$ cat src/verilog/malrt_params.svh
// Register offsets, field positions, reset values of the alert logic.
`ifndef MALRT_PARAMS_SVH
`define MALRT_PARAMS_SVH

`define MALRT_ADDR_HOT      8'h39
`define MALRT_ADDR_HYST     8'h3a
`define MALRT_ADDR_CFG      8'h40
`define MALRT_ADDR_STATUS   8'h41
`define MALRT_ADDR_MASK     8'h43
`define MALRT_ADDR_TCFG     8'h4b

`define MALRT_RST_HOT       8'h50
`define MALRT_RST_HYST      8'h41
`define MALRT_RST_CFG       8'h00
`define MALRT_RST_MASK      5'h00
`define MALRT_RST_TCFG      2'h0

`define MALRT_CFG_START     0
`define MALRT_CFG_ALERT_EN  1
`define MALRT_CFG_ALERT_CLR 3
`define MALRT_CFG_SOFT_RST  7
`define MALRT_CFG_RW_MASK   8'h3b

`define MALRT_ST_TEMP       4
`define MALRT_NUM_VOLT      4

`endif

$ cat src/verilog/malrt_pkg.sv
// Types shared by the alert logic modules.
`default_nettype none

package malrt_pkg;

   typedef enum logic [1:0] {
      TM_DEFAULT,
      TM_ONETIME,
      TM_COMPARE
   } malrt_tmode_t;

   function automatic malrt_tmode_t malrt_mode(input logic [1:0] f);
      malrt_tmode_t m;
      m = TM_DEFAULT;
      if (f == 2'h1) begin
         m = TM_ONETIME;
      end else if (f == 2'h2) begin
         m = TM_COMPARE;
      end
      return m;
   endfunction

endpackage

`default_nettype wire

$ cat src/verilog/malrt_tif.sv
// Carrier between the register side and the temperature mode engine.
`timescale 1ns/10ps
`default_nettype none

interface malrt_tif
   import malrt_pkg::*;
   ();
   logic         temp_done;
   logic         over_hot;
   logic         below_hyst;
   malrt_tmode_t mode;
   logic         status_rd;
   logic         masked;
   logic         alrt_clr;
   logic         ev;
   logic         keep;
   logic         talert;

   modport ctl (output temp_done, over_hot, below_hyst, mode, status_rd,
                output masked, alrt_clr, input ev, keep, talert);
   modport eng (input temp_done, over_hot, below_hyst, mode, status_rd,
                input masked, alrt_clr, output ev, keep, talert);
endinterface

`default_nettype wire

$ cat src/verilog/malrt_top.sv
// Alert and interrupt status logic of the voltage and temperature monitor.
//
// Overview of operation
// - Select field: 00/11 default, 01 one-time, 10 comparator mode.
// - Unmasked out-of-limit voltage or temperature asserts alert if enabled.
// - Default and one-time modes: status read clears alert and status.
// - Comparator: temperature alert releases only once the fault is gone or the alert clear bit is set.
// - Comparator: status read during a persisting fault clears all bits but bit 4.
// - Status read after the fault is gone clears the whole register.
// - Outside one-time mode, a fault that remains reasserts alert after the next conversion.
// - Mask bits or alert enable low keep the alert output inactive.
// - Alerts never stop conversions; results stay readable meanwhile.
// - Alert pin is open drain: pulls low when asserted, floats otherwise.
// - Default: above hot interrupts, repeating until below hysteresis.
// - One-time: single interrupt above hot; next when below hysteresis.
// - Comparator: alert low above hot, repeating until below hot.
// - Comparator: status read leaves the temperature alert unchanged, and the temperature bit while still above hot.
// - Status bits 0-3 flag the four voltage inputs, bit 4 temperature.
// - A voltage is out of range below its low or above its high limit.
// - A mask bit suppresses that input's status bit and alert.
`timescale 1ns/10ps
`default_nettype none
`include "malrt_params.svh"

module malrt_top
   import malrt_pkg::*;
   (
   input  wire logic       clk,
   input  wire logic       rst,
   input  wire logic       ce,
   input  wire logic       reg_wr,
   input  wire logic       reg_rd,
   input  wire logic [7:0] reg_addr,
   input  wire logic [7:0] reg_wdata,
   output var  logic [7:0] reg_rdata,
   input  wire logic       volt_done,
   input  wire logic [1:0] volt_ch,
   input  wire logic [7:0] volt_meas,
   input  wire logic [7:0] volt_lo,
   input  wire logic [7:0] volt_hi,
   input  wire logic       temp_done,
   input  wire logic [7:0] temp_meas,
   output logic            conv_run,
   input  wire logic       alert_in,
   output logic            alert_out,
   output logic            alert_oe_n
   );

   logic [7:0] hot_r;
   logic [7:0] hyst_r;
   logic [7:0] cfg_r;
   logic [4:0] mask_r;
   logic [1:0] tcfg_r;
   logic [4:0] status_r;
   logic [3:0] vst_r;
   logic       tst_r;
   logic [3:0] valrt_r;
   logic       srst_r;
   logic       alert_oe_n_r;
   logic [7:0] rdata_r;
   logic [7:0] rmux;
   logic       rst_all;
   logic       wr_ok;
   logic       status_rd;
   logic       volt_bad;
   logic       alert_any;
   logic       line_low;
   logic [3:0] vev;

   malrt_tif u_tif ();

   // Bit 7 of the configuration register restores every register.
   assign rst_all   = rst | srst_r;
   assign wr_ok     = ce & reg_wr;
   assign status_rd = reg_rd & (reg_addr == `MALRT_ADDR_STATUS);

   // The line level is for observation only; it never gates the drive.
   assign line_low  = ~alert_in;

   // Temperature compares are two's complement against the limits.
   assign u_tif.temp_done  = temp_done;
   assign u_tif.over_hot   = $signed(temp_meas) > $signed(hot_r);
   assign u_tif.below_hyst = $signed(temp_meas) < $signed(hyst_r);
   assign u_tif.mode       = malrt_mode(tcfg_r);
   assign u_tif.status_rd  = status_rd;
   assign u_tif.masked     = mask_r[`MALRT_ST_TEMP];
   assign u_tif.alrt_clr   = cfg_r[`MALRT_CFG_ALERT_CLR];

   malrt_temp u_temp (
      .clk (clk),
      .rst (rst_all),
      .ce  (ce),
      .tif (u_tif.eng)
   );

   assign volt_bad = (volt_meas < volt_lo) | (volt_meas > volt_hi);

   always_ff @(posedge clk) begin
      if (rst) begin
         srst_r <= 1'b0;
      end else if (ce) begin
         srst_r <= reg_wr && reg_addr == `MALRT_ADDR_CFG
                   && reg_wdata[`MALRT_CFG_SOFT_RST];
      end
   end

   always_ff @(posedge clk) begin
      if (rst_all) begin
         hot_r  <= `MALRT_RST_HOT;
         hyst_r <= `MALRT_RST_HYST;
      end else if (wr_ok) begin
         if (reg_addr == `MALRT_ADDR_HOT) begin
            hot_r <= reg_wdata;
         end
         if (reg_addr == `MALRT_ADDR_HYST) begin
            hyst_r <= reg_wdata;
         end
      end
   end

   // Reserved configuration bits and the self-clearing reset bit read zero.
   always_ff @(posedge clk) begin
      if (rst_all) begin
         cfg_r <= `MALRT_RST_CFG;
      end else if (wr_ok && reg_addr == `MALRT_ADDR_CFG) begin
         cfg_r <= reg_wdata & `MALRT_CFG_RW_MASK;
      end
   end

   always_ff @(posedge clk) begin
      if (rst_all) begin
         mask_r <= `MALRT_RST_MASK;
      end else if (wr_ok && reg_addr == `MALRT_ADDR_MASK) begin
         mask_r <= reg_wdata[4:0];
      end
   end

   always_ff @(posedge clk) begin
      if (rst_all) begin
         tcfg_r <= `MALRT_RST_TCFG;
      end else if (wr_ok && reg_addr == `MALRT_ADDR_TCFG) begin
         tcfg_r <= reg_wdata[1:0];
      end
   end

   // One status bit and one pending alert per voltage channel.
   generate
      for (genvar i = 0; i < `MALRT_NUM_VOLT; i++) begin : g_volt
         assign vev[i] = volt_done && volt_ch == 2'(i) && volt_bad
                         && !mask_r[i];

         // A fault in the same cycle as the read survives it.
         always_ff @(posedge clk) begin
            if (rst_all) begin
               vst_r[i] <= 1'b0;
            end else if (ce) begin
               if (vev[i]) begin
                  vst_r[i] <= 1'b1;
               end else if (status_rd) begin
                  vst_r[i] <= 1'b0;
               end
            end
         end

         always_ff @(posedge clk) begin
            if (rst_all) begin
               valrt_r[i] <= 1'b0;
            end else if (ce) begin
               if (vev[i]) begin
                  valrt_r[i] <= 1'b1;
               end else if (status_rd || cfg_r[`MALRT_CFG_ALERT_CLR]) begin
                  valrt_r[i] <= 1'b0;
               end
            end
         end
      end
   endgenerate

   always_ff @(posedge clk) begin
      if (rst_all) begin
         tst_r <= 1'b0;
      end else if (ce) begin
         if (u_tif.ev) begin
            tst_r <= 1'b1;
         end else if (status_rd && !u_tif.keep) begin
            tst_r <= 1'b0;
         end
      end
   end

   assign status_r = {tst_r, vst_r};

   assign alert_any = cfg_r[`MALRT_CFG_ALERT_EN]
                      & ~cfg_r[`MALRT_CFG_ALERT_CLR]
                      & |({u_tif.talert, valrt_r} & ~mask_r);

   // Registered so the shared wire never sees decode glitches.
   always_ff @(posedge clk) begin
      if (rst_all) begin
         alert_oe_n_r <= 1'b1;
      end else if (ce) begin
         alert_oe_n_r <= ~alert_any;
      end
   end

   assign alert_out  = 1'b0;
   assign alert_oe_n = alert_oe_n_r;

   // Conversions run regardless of any pending alert.
   assign conv_run = cfg_r[`MALRT_CFG_START]
                     & ~cfg_r[`MALRT_CFG_ALERT_CLR];

   always_comb begin
      rmux = 8'h00;
      unique case (reg_addr)
         `MALRT_ADDR_HOT:    rmux = hot_r;
         `MALRT_ADDR_HYST:   rmux = hyst_r;
         `MALRT_ADDR_CFG:    rmux = cfg_r;
         `MALRT_ADDR_STATUS: rmux = {3'h0, status_r & ~mask_r};
         `MALRT_ADDR_MASK:   rmux = {3'h0, mask_r};
         `MALRT_ADDR_TCFG:   rmux = {6'h00, tcfg_r};
         default:            rmux = {7'h00, line_low};
      endcase
   end

   always_ff @(posedge clk) begin
      if (rst_all) begin
         rdata_r <= 8'h00;
      end else if (ce && reg_rd) begin
         rdata_r <= rmux;
      end
   end

   assign reg_rdata = rdata_r;
endmodule

`default_nettype wire

$ cat src/verilog/malrt_temp.sv
// Temperature interrupt mode engine: default, one-time and comparator.
`timescale 1ns/10ps
`default_nettype none

module malrt_temp
   import malrt_pkg::*;
   (
   input  wire logic clk,
   input  wire logic rst,
   input  wire logic ce,
   malrt_tif.eng     tif
   );

   logic armed_r;
   logic fired_r;
   logic cmp_r;
   logic talert_r;
   logic ev_raw;

   always_comb begin
      ev_raw = 1'b0;
      if (tif.temp_done) begin
         unique case (tif.mode)
            TM_DEFAULT: ev_raw = tif.over_hot
                               | (armed_r & ~tif.below_hyst);
            TM_ONETIME: ev_raw = (~fired_r & tif.over_hot)
                               | (fired_r & tif.below_hyst);
            TM_COMPARE: ev_raw = tif.over_hot;
         endcase
      end
   end

   assign tif.ev     = ev_raw & ~tif.masked;
   assign tif.keep   = (tif.mode == TM_COMPARE) & cmp_r;
   assign tif.talert = talert_r;

   // Hysteresis band for default mode.
   always_ff @(posedge clk) begin
      if (rst) begin
         armed_r <= 1'b0;
      end else if (ce && tif.temp_done) begin
         if (tif.over_hot) begin
            armed_r <= 1'b1;
         end else if (tif.below_hyst) begin
            armed_r <= 1'b0;
         end
      end
   end

   always_ff @(posedge clk) begin
      if (rst) begin
         fired_r <= 1'b0;
      end else if (ce) begin
         if (tif.mode != TM_ONETIME) begin
            fired_r <= 1'b0;
         end else if (tif.temp_done) begin
            fired_r <= fired_r ? ~tif.below_hyst : tif.over_hot;
         end
      end
   end

   always_ff @(posedge clk) begin
      if (rst) begin
         cmp_r <= 1'b0;
      end else if (ce && tif.temp_done) begin
         cmp_r <= tif.over_hot;
      end
   end

   // Comparator alert ignores status reads; a new event beats any clear.
   always_ff @(posedge clk) begin
      if (rst) begin
         talert_r <= 1'b0;
      end else if (ce) begin
         if (tif.ev) begin
            talert_r <= 1'b1;
         end else if (tif.mode == TM_COMPARE) begin
            if (tif.temp_done || tif.alrt_clr) begin
               talert_r <= 1'b0;
            end
         end else if (tif.status_rd || tif.alrt_clr) begin
            talert_r <= 1'b0;
         end
      end
   end
endmodule

`default_nettype wire

$ cat config.mk
export PLATFORM = sky130hd
export DESIGN_NAME = malrt_top
export DESIGN_NICKNAME = d
export VERILOG_FILES = /design/src/verilog/malrt_pkg.sv /design/src/verilog/malrt_tif.sv /design/src/verilog/malrt_top.sv /design/src/verilog/malrt_temp.sv
export VERILOG_INCLUDE_DIRS = /design/src /design/src/verilog
export SDC_FILE = /design/constraint.sdc
export NUM_CORES = 1
export LEC_CHECK = 0
export BUFFER_PORTS_ARGS = -buffer_cell sky130_fd_sc_hd__buf_2
export CAP_MARGIN = 15
export CORE_ASPECT_RATIO = 1.4
export CORE_MARGIN = 4
export CORE_UTILIZATION = 45
export DETAILED_ROUTE_END_ITERATION = 8
export PLACE_DENSITY = 0.67
export SETUP_SLACK_MARGIN = 0.02
export SYNTH_ARGS = -nofsm -noshare
export SYNTH_HDL_FRONTEND = slang
export SYNTH_HIERARCHICAL = 1
export SYNTH_SLANG_ARGS = --single-unit
$ cat constraint.sdc
create_clock -name clk -period 6.5 [get_ports clk]
set_input_delay 0.65 -clock clk [delete_from_list [all_inputs] [get_ports clk]]
set_output_delay 0.65 -clock clk [all_outputs]
set_load 0.03 [all_outputs]
==> results.toml <==
[outcome]
run_status = "completed"

[route]
via_per_inst = 5.439
drt_iter0_drc = 188
wirelength_um = 8329
dr.pass1.iters = 4
ant_nets = 0
vias = 3008
drc = 0
detail_route.wl_per_cell_um = 15.06

[synthesis]
yosys-top-cells-area = "dfxtp_1, ha_1, mux2i_1"
synth_top_area_share_pct = 32.13
synth_edf_count = 0
synth_top_area_cell = "dfxtp_1"
seq_area_frac_synth_pct = 32.13
synth.avg_cell_area_um2 = 8.046
async_flop_share_pct = 0
synth_ff_type = "dfxtp_1"
ys_warn_count = 6
synth_seq_cells = 51
netlist_area_um2 = 3178
syn_nets = 485
yosysUniqueCellTypes = 52
postSynthCellCount = 395

[sta]
setup_tns_ns = 0
tightest_slew_ns = 1.140
slew_violations = 0
fmax_ghz = 0.3688
setup_viol = 0
finalCritPeriodShare_pct = 41.71
rsz0062_at_grt = "false"
slew_headroom_pct = 23.83
report.final.hold_viol_count = 0
min_period_ns = 2.711
skew_ns = 0.003368

[die]
die_area_um2 = 8490
fp-row-count = 36
core-area_um2 = 6937
die_x_um = 79.03
die_y_um = 107.4
initial_core_util_pct = 45.82
ioPinCount = 69

[placement]
place_area_um2 = 3596
routabilityCongestion = 0.8608
dp_hpwl_um = 6578
dp_cells = 545
port_buffers = 67

[grt]
overflow = 0
grt_pass1_wl_um = 14010
grt_use_total_pct = 20.81
grt_pass1_vias = 3082
grt_max_degree = 32
antenna_found_initial = 0

[worst_setup_path]
crit_start = "reg_addr[4]"
r2r-start = "hyst_r[1]$_SDFFE_PP0P_"
critPathRequiredTime_ns = 6.71
end_kind = "register"
path_class = "in -> reg"
cp.arrival_ns = 2.92
cpMostUsedCell = "and3_1"
cpPeakStageDelay_ns = 0.76
ff2ff_path_depth = 11
cpMaxStageDelayCell = "nor3_1"
worst-path-stages = 8
cp_top_family = "simple AND/OR/NAND/NOR gates"
cp_max_fo = 9
start_kind = "primary input"
crit_chain = "buf_2, or4_4, nor3_1, and3_1, mux2_4, o21ai_2, and3_1, a41o_1"
cp_num_buf_inv = 1

[clock_tree]
numCtsBuffers = 5
insertion_delay_ns = 0.31
post-cts-setup-buffers = 0
cts_tree = "yes"
ctsRootBufferMaster = "clkbuf_8"
ctsHoldBuffers = 0
clock_path_buffers = 2
h-tree-depth = 2
post_cts_resized = 0
path_clk_slew_ns = 0.10
cts.sink_count = 51

[hold_path]
hp-start = "valrt_r[3]$_SDFFE_PP0P_"
hp-class = "reg -> reg"
hold_path_depth = 2

[final_layout]
most-common-layout-cells = "buf_2, dfxtp_1, inv_1"
drive_gt1_share_pct = 18.56
fin_nets = 547
regArea_um2 = 1021
syn_to_final_growth_pct = 15.91
fin_cells = 553
final_cell_area_um2 = 3684
antenna_cells = 0
nFillCells = 723
fin_util_pct = 53.10
multi_input_area_um2 = 1944
final_common_cell = "buf_2"

[power]
p_per_area_nw_per_um2 = 166.0
leakage_nw = 1.587
worst_ir_drop_vdd_mv = 0.08636

[run]
drv_cap = 0
registers in the layout (all words and copies together) (netlist names):
register           cells
hyst_r                 8
tcfg_r                 2
hot_r                  8
u_temp/cmp_r           1
tst_r                  1
u_temp/armed_r         1
alert_oe_n             1
status_r               4
valrt_r                4
u_temp/fired_r         1
reg_rdata              8
srst_r                 1
u_temp/tif.talert      1
mask_r                 5
cfg_r                  5
power by group:
part	internal [mW]	switching, mW	leakage (nW)	total (mW)
clock network	0.0761	0.110	0.0483	0.187
logic	0.0412	0.0629	1.13	0.104
registers	0.318	0.00277	0.413	0.321
worst paths after layout:
check | slack, ns | endpoint
worst max-delay path | 3.79 | u_temp/tif.talert$_SDFFE_PP0P_
worst min-delay path | 0.46 | valrt_r[3]$_SDFFE_PP0P_
worst max register to register | 4.27 | tst_r$_SDFFE_PP0P_
worst min register to register | 0.46 | valrt_r[3]$_SDFFE_PP0P_
Yosys cell counts (all sizes together) (3+ instances only):
cell type / n
nand3: 14
buf: 4
a21oi: 15
a21o: 4
a22oi: 8
a31oi: 4
nor2: 38
nor4b: 3
nand2b: 7
ha: 32
o22ai: 3
mux2i: 25
and2: 4
and3: 3
nor2b: 9
a221oi: 3
nand4: 4
inv: 43
nand2: 38
clkbuf: 10
nor3: 8
dfxtp: 51
o21ai: 35
o211ai: 3
metrics by stage:
stage / setup WS, ns / hold WS, ns / total power [mW]
after floorplan: 3.938 / 0.4249 / 0.3876
after CTS: 3.816 / 0.4652 / 0.6157
after detailed placement: 3.483 / 0.4422 / 0.4317
after global placement: 3.577 / 0.4346 / 0.4284
final: 3.789 / 0.4603 / 0.6114
after global routing: 3.650 / 0.4831 / 0.6416
routing by layer:
layer	share of wire [%]	global-route usage, %	up-vias
met3	5.7	3.685	15
li1	-	-	1511
met2	54	40.18	101
met4	1.9	6.880	0
met5	0	0	-
met1	39	22.24	1381
cell families after synthesis:
| logic type | synth area share (%) |
|---|---|
| AND/OR/NAND/NOR | 21.65 |
| AO/OA/AOI/OAI | 18.27 |
| buffers and inverters | 6.890 |
| flip-flops | 32.13 |
| adder cells (fa/ha/maj) | 12.60 |
| multiplexers | 8.346 |
| other | 0.1180 |
area by class of cell:
type                       instances  share of cell area [%]
multi-input combinational        287                   52.79
sequential                        51                   27.72
timing repair buffer              69                   9.511
inverter                          43                   4.382
tap                               95                   3.227
clock buffer                       5                   1.868
clock inverter                     3                  0.5095
worst reg2reg max path, stage by stage, from the launching register on:
cell and delay [ns]:
dfxtp_1 0.39, inv_1 0.06, ha_1 0.27, a21o_1 0.10, a21o_1 0.12, a211o_1 0.12
nand3_1 0.20, nand2b_1 0.23, a311oi_1 0.32, and2_1 0.17, nand2_1 0.05, a21oi_1 0.13
No activity file was read; power rests on OpenSTA's default activity.
